==> src/watchdog_consts.svh <==
// constants for the watchdog / interval timer block
// assumes inclusion by the design module watchdog_reset_control only
`ifndef WATCHDOG_CONSTS_SVH
`define WATCHDOG_CONSTS_SVH

// ---------------------------------------------------------------
// addresses (byte addresses on the processor bus)
// ---------------------------------------------------------------
`define WD_ADDR_TIMER_WR    32'hFFFFFE80
`define WD_ADDR_CTRL_RD     32'hFFFFFE80
`define WD_ADDR_COUNT_RD    32'hFFFFFE81
`define WD_ADDR_RSTCTL_WR   32'hFFFFFE82
`define WD_ADDR_RSTCTL_RD   32'hFFFFFE83

// ---------------------------------------------------------------
// write keys
// ---------------------------------------------------------------
`define WD_KEY_COUNT        8'h5A
`define WD_KEY_CTRL         8'hA5
`define WD_KEY_RST_FLAG     8'hA5
`define WD_KEY_RST_BITS     8'h5A
`define WD_FLAG_CLR_DATA    8'h00

// ---------------------------------------------------------------
// field positions and reset values
// ---------------------------------------------------------------
`define WD_BIT_FLAG         7
`define WD_BIT_MODE         6
`define WD_BIT_ENABLE       5
`define WD_BIT_INTERNAL_RESET_ENABLE         6
`define WD_BIT_RESET_TYPE_SELECT         5
`define WD_RSTCTL_RESET     8'h1D
`define WD_RSTCTL_RSVD      5'h1D
`define WD_CTRL_RSVD        2'h3
`define WD_CTRL_RESET       8'h18

// ---------------------------------------------------------------
// pulse widths in system clock cycles
// ---------------------------------------------------------------
`define WD_OVF_PULSE_CYC    512
`define WD_RST_PULSE_CYC    2048

`endif

==> src/watchdog_pkg.sv <==
// types shared by the watchdog block
// assumes watchdog_consts.svh is reachable on the include path
package watchdog_pkg;
    typedef struct packed {
        logic        wr_en;   // one-cycle word write
        logic [31:0] addr;    // byte address
        logic [15:0] wdata;   // word data
        logic        rd_en;   // one-cycle byte read
    } bus_req_t;

    typedef struct packed {
        logic       rd_valid;
        logic [7:0] rdata;
    } bus_rsp_t;

    typedef enum logic [1:0] {
        RUN_IDLE    = 2'b00,
        RUN_COUNT   = 2'b01,
        RUN_STANDBY = 2'b10,
        RUN_WAKE    = 2'b11
    } run_state_t;
endpackage : watchdog_pkg

==> src/watchdog_reset_control.sv <==
// watchdog / interval timer with keyed register writes and reset generation
// assumes a processor bus giving one-cycle word writes and byte reads
// Overview of operation
// - reset control loads 1D except overflow reset
// - flag set on wrap only in watchdog mode
// - bit6 chooses chip reset or timer-only reset
// - bit5 selects power-on or manual reset
// - reserved bits read 1,1,1,0,1
// - shared write address, keys 5A count, A5 control
// - A5 00 word clears overflow flag only
// - 5A word copies bits 6,5 only
// - byte reads at base, base+1, base+3
// - overflow pin low for 512 cycles
// - internal reset held 2048 cycles
// - external reset wins and clears flag
// - interval overflow sets flag and interrupt
// - refuse standby while counting is enabled
// - wake counts from NMI, ends on wrap
// - write beats simultaneous increment
// - counts when enabled; disable clears counter
// - divider code picks 4 to 16384
`include "watchdog_consts.svh"
module watchdog_reset_control (
    input  wire logic                 ref_clk,           // system clock
    input  wire logic                 reset,             // external reset pin, active high
    input  wire watchdog_pkg::bus_req_t bus_req,         // processor bus request
    output watchdog_pkg::bus_rsp_t    bus_rsp,           // read answer, one cycle later
    input  wire logic                 mode_change_req,   // standby/clock change/pause entry
    input  wire logic                 standby_req,       // request to enter standby
    input  wire logic                 nmi,               // wake request in standby
    output logic                      standby_active,    // chip held in standby
    output logic                      overflow_output_n, // overflow pin, active low
    output logic                      chip_reset,        // internal chip reset
    output logic                      chip_reset_manual, // 1 manual, 0 power-on type
    output logic                      interval_interrupt // interval timer request
);
    import watchdog_pkg::*;

    // ---------------------------------------------------------------
    // state
    // ---------------------------------------------------------------
    typedef struct packed {
        logic [7:0]  count_register;
        logic        interval_overflow_flag;
        logic        timer_mode_select;
        logic        count_enable;
        logic [2:0]  clock_divider_select;
        logic        watchdog_overflow_flag;
        logic        internal_reset_enable;
        logic        reset_type_select;
        run_state_t  run;
        logic [8:0]  ovf_cnt;
        logic        ovf_act;
        logic [10:0] rst_cnt;
        logic        rst_act;
        logic        rst_manual;
        logic        rsp_valid;
        logic [7:0]  rsp_data;
        logic        irq;
        logic        stby;
        logic [9:0]  low_seen;
        logic [11:0] rst_seen;
    } wd_state_t;

    wd_state_t s_q;
    wd_state_t s_d;
    logic      tick;
    logic      counting;
    logic      wr_timer;
    logic      wr_rst;
    logic      wr_count;
    logic      wr_ctrl;
    logic      wrap;
    logic [7:0] ctrl_view;
    logic [7:0] rst_view;

    assign counting = (s_q.run == RUN_COUNT) || (s_q.run == RUN_WAKE);

    wd_prescaler #(
        .WIDTH (14)
    ) u_pre (
        .ref_clk (ref_clk),
        .reset   (reset),
        .run     (counting),
        .sel     (s_q.clock_divider_select),
        .tick    (tick)
    );

    // ---------------------------------------------------------------
    // register decode
    // ---------------------------------------------------------------
    assign wr_timer = bus_req.wr_en && (bus_req.addr == `WD_ADDR_TIMER_WR);
    assign wr_rst   = bus_req.wr_en && (bus_req.addr == `WD_ADDR_RSTCTL_WR);
    assign wr_count = wr_timer && (bus_req.wdata[15:8] == `WD_KEY_COUNT);
    assign wr_ctrl  = wr_timer && (bus_req.wdata[15:8] == `WD_KEY_CTRL);
    // a counter write in the same cycle as the tick suppresses the wrap
    assign wrap     = tick && counting && !wr_count && (s_q.count_register == 8'hFF);

    assign ctrl_view = {s_q.interval_overflow_flag, s_q.timer_mode_select, s_q.count_enable,
                        `WD_CTRL_RSVD, s_q.clock_divider_select};
    assign rst_view  = {s_q.watchdog_overflow_flag, s_q.internal_reset_enable,
                        s_q.reset_type_select, `WD_RSTCTL_RSVD};

    // ---------------------------------------------------------------
    // next state
    // ---------------------------------------------------------------
    always_comb begin
        s_d           = s_q;
        s_d.rsp_valid = 1'b0;
        s_d.irq       = 1'b0;

        // byte reads, one cycle latency
        if (bus_req.rd_en) begin
            s_d.rsp_valid = 1'b1;
            case (bus_req.addr)
                `WD_ADDR_CTRL_RD:   s_d.rsp_data = ctrl_view;
                `WD_ADDR_COUNT_RD:  s_d.rsp_data = s_q.count_register;
                `WD_ADDR_RSTCTL_RD: s_d.rsp_data = rst_view;
                default:            s_d.rsp_data = 8'h00;
            endcase
        end

        // counter: write wins over increment
        if (wr_count) begin
            s_d.count_register = bus_req.wdata[7:0];
        end else if (tick && counting) begin
            s_d.count_register = s_q.count_register + 8'h01;
        end

        if (wr_ctrl) begin
            // flag bit only accepts 0
            if (!bus_req.wdata[`WD_BIT_FLAG]) begin
                s_d.interval_overflow_flag = 1'b0;
            end
            s_d.timer_mode_select    = bus_req.wdata[`WD_BIT_MODE];
            s_d.count_enable         = bus_req.wdata[`WD_BIT_ENABLE];
            s_d.clock_divider_select = bus_req.wdata[2:0];
        end

        if (wr_rst && bus_req.wdata[15:8] == `WD_KEY_RST_FLAG
            && bus_req.wdata[7:0] == `WD_FLAG_CLR_DATA) begin
            s_d.watchdog_overflow_flag = 1'b0;
        end
        if (wr_rst && bus_req.wdata[15:8] == `WD_KEY_RST_BITS) begin
            s_d.internal_reset_enable = bus_req.wdata[`WD_BIT_INTERNAL_RESET_ENABLE];
            s_d.reset_type_select     = bus_req.wdata[`WD_BIT_RESET_TYPE_SELECT];
        end

        // run state
        case (s_q.run)
            RUN_IDLE: begin
                if (standby_req && !s_q.count_enable) begin
                    s_d.run = RUN_STANDBY;
                end else if (s_d.count_enable) begin
                    s_d.run = RUN_COUNT;
                end
            end
            RUN_COUNT: begin
                if (!s_d.count_enable) begin
                    s_d.run = RUN_IDLE;
                end
            end
            RUN_STANDBY: begin
                if (nmi) begin
                    s_d.run = RUN_WAKE;
                end
            end
            RUN_WAKE: begin
                if (wrap) begin
                    s_d.run = RUN_IDLE;
                end
            end
            default: s_d.run = RUN_IDLE;
        endcase

        // overflow handling; set after clear so the event wins
        if (wrap && s_q.run == RUN_COUNT) begin
            if (s_q.timer_mode_select) begin
                s_d.watchdog_overflow_flag = 1'b1;
                s_d.ovf_act = 1'b1;
                s_d.ovf_cnt = 9'h000;
                if (s_q.internal_reset_enable) begin
                    s_d.rst_act    = 1'b1;
                    s_d.rst_cnt    = 11'h000;
                    s_d.rst_manual = s_q.reset_type_select;
                end else begin
                    // timer-only reset: counter and control back to defaults
                    s_d.count_register         = 8'h00;
                    s_d.interval_overflow_flag = 1'b0;
                    s_d.timer_mode_select      = 1'b0;
                    s_d.count_enable           = 1'b0;
                    s_d.clock_divider_select   = 3'h0;
                    s_d.run                    = RUN_IDLE;
                end
            end else begin
                s_d.interval_overflow_flag = 1'b1;
                s_d.irq                    = 1'b1;
            end
        end

        if (!s_d.count_enable && s_q.run != RUN_STANDBY && s_q.run != RUN_WAKE) begin
            s_d.count_register = 8'h00;
        end

        if (s_q.ovf_act) begin
            s_d.ovf_cnt = s_q.ovf_cnt + 9'h001;
            if (s_q.ovf_cnt == 9'(`WD_OVF_PULSE_CYC - 1)) begin
                s_d.ovf_act = 1'b0;
            end
        end
        if (s_q.rst_act) begin
            s_d.rst_cnt = s_q.rst_cnt + 11'h001;
            if (s_q.rst_cnt == 11'(`WD_RST_PULSE_CYC - 1)) begin
                s_d.rst_act = 1'b0;
            end
            // internal reset clears timer but not reset control
            s_d.count_register       = 8'h00;
            s_d.timer_mode_select    = 1'b0;
            s_d.count_enable         = 1'b0;
            s_d.interval_overflow_flag = 1'b0;
            s_d.clock_divider_select = 3'h0;
            s_d.run                  = RUN_IDLE;
        end

        // standby, clock change, pause: reset control reloads, low ctrl bits kept
        if (mode_change_req) begin
            s_d.watchdog_overflow_flag = 1'b0;
            s_d.internal_reset_enable  = 1'b0;
            s_d.reset_type_select      = 1'b0;
            s_d.interval_overflow_flag = 1'b0;
            s_d.timer_mode_select      = 1'b0;
            s_d.count_enable           = 1'b0;
        end

        // the chip stays in standby until the wake count wraps
        s_d.stby = (s_d.run == RUN_STANDBY) || (s_d.run == RUN_WAKE);
        // observation counters for the pulse-width checks; no logic reads them
        s_d.low_seen = overflow_output_n ? 10'h000 : s_q.low_seen + 10'h001;
        s_d.rst_seen = chip_reset ? s_q.rst_seen + 12'h001 : 12'h000;
    end

    // ---------------------------------------------------------------
    // registers; external reset wins over any overflow and clears flags
    // ---------------------------------------------------------------
    always_ff @(posedge ref_clk or posedge reset) begin
        if (reset) begin
            s_q <= '0;
        end else begin
            s_q <= s_d;
        end
    end

    assign bus_rsp.rd_valid   = s_q.rsp_valid;
    assign bus_rsp.rdata      = s_q.rsp_data;
    assign overflow_output_n  = !s_q.ovf_act;
    assign chip_reset         = s_q.rst_act;
    assign chip_reset_manual  = s_q.rst_manual;
    assign interval_interrupt = s_q.irq;
    assign standby_active     = s_q.stby;
endmodule : watchdog_reset_control

==> src/wd_prescaler.sv <==
// prescaler, cleared while run is low, producing the selected count-up tick
// assumes one system clock; tick is one cycle wide
module wd_prescaler #(
    parameter int WIDTH = 14
) (
    input  wire logic       ref_clk, // system clock
    input  wire logic       reset,   // async, active high
    input  wire logic       run,     // count while high
    input  wire logic [2:0] sel,     // divider code
    output logic            tick     // registered count pulse
);
    typedef struct packed {
        logic [WIDTH-1:0] cnt;
        logic             tick;
    } pre_state_t;

    pre_state_t s_q;
    pre_state_t s_d;
    logic [WIDTH-1:0] mask;

    always_comb begin
        case (sel)
            3'h0:    mask = 14'h0003;
            3'h1:    mask = 14'h007F;
            3'h2:    mask = 14'h00FF;
            3'h3:    mask = 14'h01FF;
            3'h4:    mask = 14'h03FF;
            3'h5:    mask = 14'h07FF;
            3'h6:    mask = 14'h1FFF;
            default: mask = 14'h3FFF;
        endcase
        s_d = s_q;
        if (!run) begin
            s_d.cnt  = '0;
            s_d.tick = 1'b0;
        end else begin
            s_d.cnt  = s_q.cnt + 1'b1;
            s_d.tick = ((s_q.cnt & mask) == mask);
        end
    end

    always_ff @(posedge ref_clk or posedge reset) begin
        if (reset) begin
            s_q <= '0;
        end else begin
            s_q <= s_d;
        end
    end

    assign tick = s_q.tick;
endmodule : wd_prescaler
==> config.mk <==
export PLATFORM = sky130hd
export DESIGN_NAME = watchdog_reset_control
export DESIGN_NICKNAME = d
export VERILOG_FILES = /design/src/watchdog_pkg.sv /design/src/watchdog_reset_control.sv /design/src/wd_prescaler.sv
export VERILOG_INCLUDE_DIRS = /design/src
export SDC_FILE = /design/constraint.sdc
export NUM_CORES = 1
export LEC_CHECK = 0
export ABC_CLOCK_PERIOD_IN_PS = 3300
export BUFFER_PORTS_ARGS = -buffer_cell sky130_fd_sc_hd__buf_2
export CAP_MARGIN = 20
export CORE_UTILIZATION = 50
export CTS_BUF_LIST = sky130_fd_sc_hd__clkbuf_8
export CTS_CLUSTER_SIZE = 20
export DETAILED_ROUTE_END_ITERATION = 10
export HOLD_SLACK_MARGIN = 0.03
export PLACE_DENSITY_LB_ADDON = 0.2
export SETUP_SLACK_MARGIN = 0.1
export SLEW_MARGIN = 15
export SYNTH_ARGS = -nofsm -noshare
export SYNTH_HDL_FRONTEND = slang
export SYNTH_SLANG_ARGS = --single-unit
==> constraint.sdc <==
create_clock -name ref_clk -period 3.3 [get_ports ref_clk]
set_clock_uncertainty 0.05 [all_clocks]
set_input_delay 0.165 -clock ref_clk [delete_from_list [all_inputs] [get_ports ref_clk]]
set_output_delay 0.165 -clock ref_clk [all_outputs]
set_load 0.05 [all_outputs]
==> results list <==
* Row Count: 31
- Top cell type's share of synthesized area: between 40% and 50%
- Chip width: 89.1 µm
- Vertical extent of the die: 89.1 µm
- Count of clock tree sinks: between 60 and 70
* Synth-to-layout area growth: 16.0%
- The number of antenna diodes in the final layout is 0.
- WP data arrival: 2.55 ns
* Final Hold Viols: 0
- Drt via density: 5.74
- Critical path required time: around 3.5 ns
- Fmax achieved: 425 MHz
- Global-route total usage across every layer: 25.0%
- The H-tree was split into 3 levels.
* Register area share after synthesis: 44.8%
* Pin count of the biggest net entering global routing: 32
- In this run the post-CTS setup repair buffer count came out at 0.
- The count of buffers added on input and output ports is 68.
* Number of max-slew violations in the final report: 0
* RSZ-0062 raised after global routing: false
* Critical path peak fanout: 12
* Period minus WS final: between 2 and 2.5 ns
- Tightest Hold Check Type: in -> reg
- After layout, the worst path uses 71.3% of the clock period.
- Wire length of the first global-routing pass: 15000 µm
- Floorplan Core Area: 7290 µm²
* Final core occ: 60.4%
* Final HPWL from detailed placement: ~6400 µm
- The flow ran to the end, and the final reports show no timing, DRC or antenna violations.
* Overall overflow remaining after global route: 0
- In the routed design, unresolved DRC markers number 0.
- In this run, CTS created clock tree buffers numbering 9.
* Vias in the first global route: about 3.2k
- Clock tree from TritonCTS: yes
- Post-route ant nets: 0
* Maximum VDD drop: between 0.0002 and 0.0003 V
- After the first detailed-routing iteration, the DRC count stood at 187.
* CP Launch Type: input pin
- The initial antenna violation count is 0.
* Post-synth top flop: dfrtp_1
- Detailed-route wire length per cell: between 15 and 20 µm
* Total number of vias: 3192
* Number of different library cells in the post-synthesis netlist: 56
- dfrtp_1 is the most common cell in the netlist.
- Of all flip-flops after synthesis, the portion carrying an async set or reset was 100%.
- At the end of the flow, the number of nets in the layout was 512.
- The synthesized design contains 0 enable-type register cells.
- Synthesis produced 386 cells.
- Clock transition time at the flip-flop clock pins of the worst setup and hold paths: around 0.070 ns
- Counting every net in the synthesized netlist gives about 450.
- Summing every instance area after synthesis gives 3800 µm².
* Top post-synthesis cells by count: dfrtp_1 (68), nor2_1 (35), nand2_1 (27)
- Hold timing on the final database bottoms out at a slack of about 0.050 ns.
- Static Leakage: 1.99 nW
- The tree is rooted in a clkbuf_8.
- Tightest slew margin relative to the limit: 50.9%
- In the final layout, the share of cells above drive strength 1 is between 20% and 30%.
- The longest clock path from root to sink contains 2 buffers.
- After detailed routing, the total wire length is 8720 µm.
- Detailed-router iteration count before antenna repair: 4
- Yosys warns: 0
* Sum of negative setup slack: 0 ns
- dfrtp_1 takes more of the synthesized area than any other cell.
- Total of flip-flops plus latches after synthesis: 68
- Io pins: 69
* Power density of the placed cells: between 300 and 400 nW/µm²
- Setup violations remaining at the end of the flow were counted as 0.
* Number of filler instances in the final layout: between 600 and 700
* Worst Setup End Kind: register
- At the pin with the least slew margin, the transition time is between 0.7 and 0.8 ns.
- Across the run, the number of max-cap violations was 0.
* Die ar.: 7950 µm²
* Skew-Pair Late Insertion Delay: ~0.34 ns
* Synth Area per Inst: 9.83 µm²
* Largest cells by area after synthesis: dfrtp_1 (45%), mux2i_1 (3.7%), nor2_1 (3.5%)
* Global placer's final weighted congestion: approximately 0.84
- Crit Path Category: in -> reg
* Gates resized, CTS repair: 0
- Initial Util: approximately 52%
repair_timing:
item	4_1_cts	5_1_grt
setup endpoints to repair	0	0
hold endpoints to repair	38	0
hold buffers	3	0
metrics by stage:
step / power, mW / setup WS, ns / area, µm² / std cells
finish: 1.62 / 0.948 / 4400 / 556
floorplan: 0.884 / 0.928 / 3800 / 386
CTS: 1.64 / 0.935 / 4400 / 556
global placement: 0.931 / 0.664 / 4170 / 537
global route: 1.68 / 0.746 / 4400 / 556
detailed placement: 0.932 / 0.592 / 4170 / 537
flip-flops by register name, indices dropped and copies added, names as in the netlist:
signal / flops
ctrl_view: 6
chip_reset: 1
interval_interrupt: 1
chip_reset_manual: 1
u_pre.s_q: 14
rst_view: 3
u_pre.tick: 1
standby_active: 1
bus_rsp: 9
s_q: 31
critical path, stage by stage:
cell	delay, ns
buf_2	0.10
or4b_4	0.54
or4_1	0.71
o31ai_4	0.43
o21ai_2	0.28
nor4_1	0.33
where the power goes:
part           total [mW]  switching, mW  internal, mW
Clock               0.704          0.319         0.385
Combinational      0.0851         0.0482        0.0369
Sequential          0.834       0.000100         0.833
cells by family after synthesis:
logic type	count (synthesis)	share of synthesized area [%]
fa+ha+maj	5	1.65
compound gates	68	12.9
buf+inv	35	4.78
flops	68	44.8
xor+xnor	19	4.38
mux	19	5.17
simple gates	172	26.3
worst paths after layout:
| check | startpoint | endpoint | slack, ns | depth (start not counted) |
|---|---|---|---|---|
| setup / recovery | bus_req[19] | s_q[74] | 0.95 | 6 |
| hold / removal | bus_req[1] | ctrl_view[0] | 0.05 | 3 |
| setup reg to reg | s_q[67] | s_q[74] | 0.96 | 7 |
| hold reg to reg | u_pre.s_q[1] | u_pre.s_q[1] | 0.42 | 1 |
| max in group asynchronous | reset | bus_rsp[8] | 2.33 | 4 |
| min in group asynchronous | reset | s_q[43] | 0.21 | 3 |
cell usage in the layout, fill, tap and decap left out, types with 4 or more instances in the layout:
cell type / count
a21o_1: 4
a21oi_1: 10
a22o_1: 4
a31oi_1: 9
and2_1: 11
and3_1: 9
buf_2: 68
buf_4: 5
clkbuf_8: 11
dfrtp_1: 68
ha_1: 5
inv_1: 14
mux2_2: 4
mux2i_1: 14
nand2_1: 27
nand2b_1: 8
nand3_1: 15
nand4_1: 13
nor2_1: 35
nor2b_1: 5
nor3_1: 13
nor4_1: 8
nor4_2: 8
o211ai_1: 5
o21ai_0: 12
o21ai_1: 4
o32ai_1: 4
xnor2_1: 10
xor2_1: 9
layout make-up:
type                    count  area, µm²  share of cell area (%)
clock buffers              11        151                    3.44
clock inverters             5       51.3                    1.17
inverters                  14       52.6                    1.19
multi-input cells         283       1910                    43.5
flip-flops and latches     68       1700                    38.7
well taps                  99        124                    2.81
repair buffers             76        408                    9.27
metal layers:
layer	vias up	share of wire (%)	GRT usage, %
li1	1541	-	-
met1	1598	46	31.7
met2	45	50	42.1
met3	8	2.8	6.56
met4	0	1.2	7.94
met5	-	0	0
(Power assumes the default switching activity.)
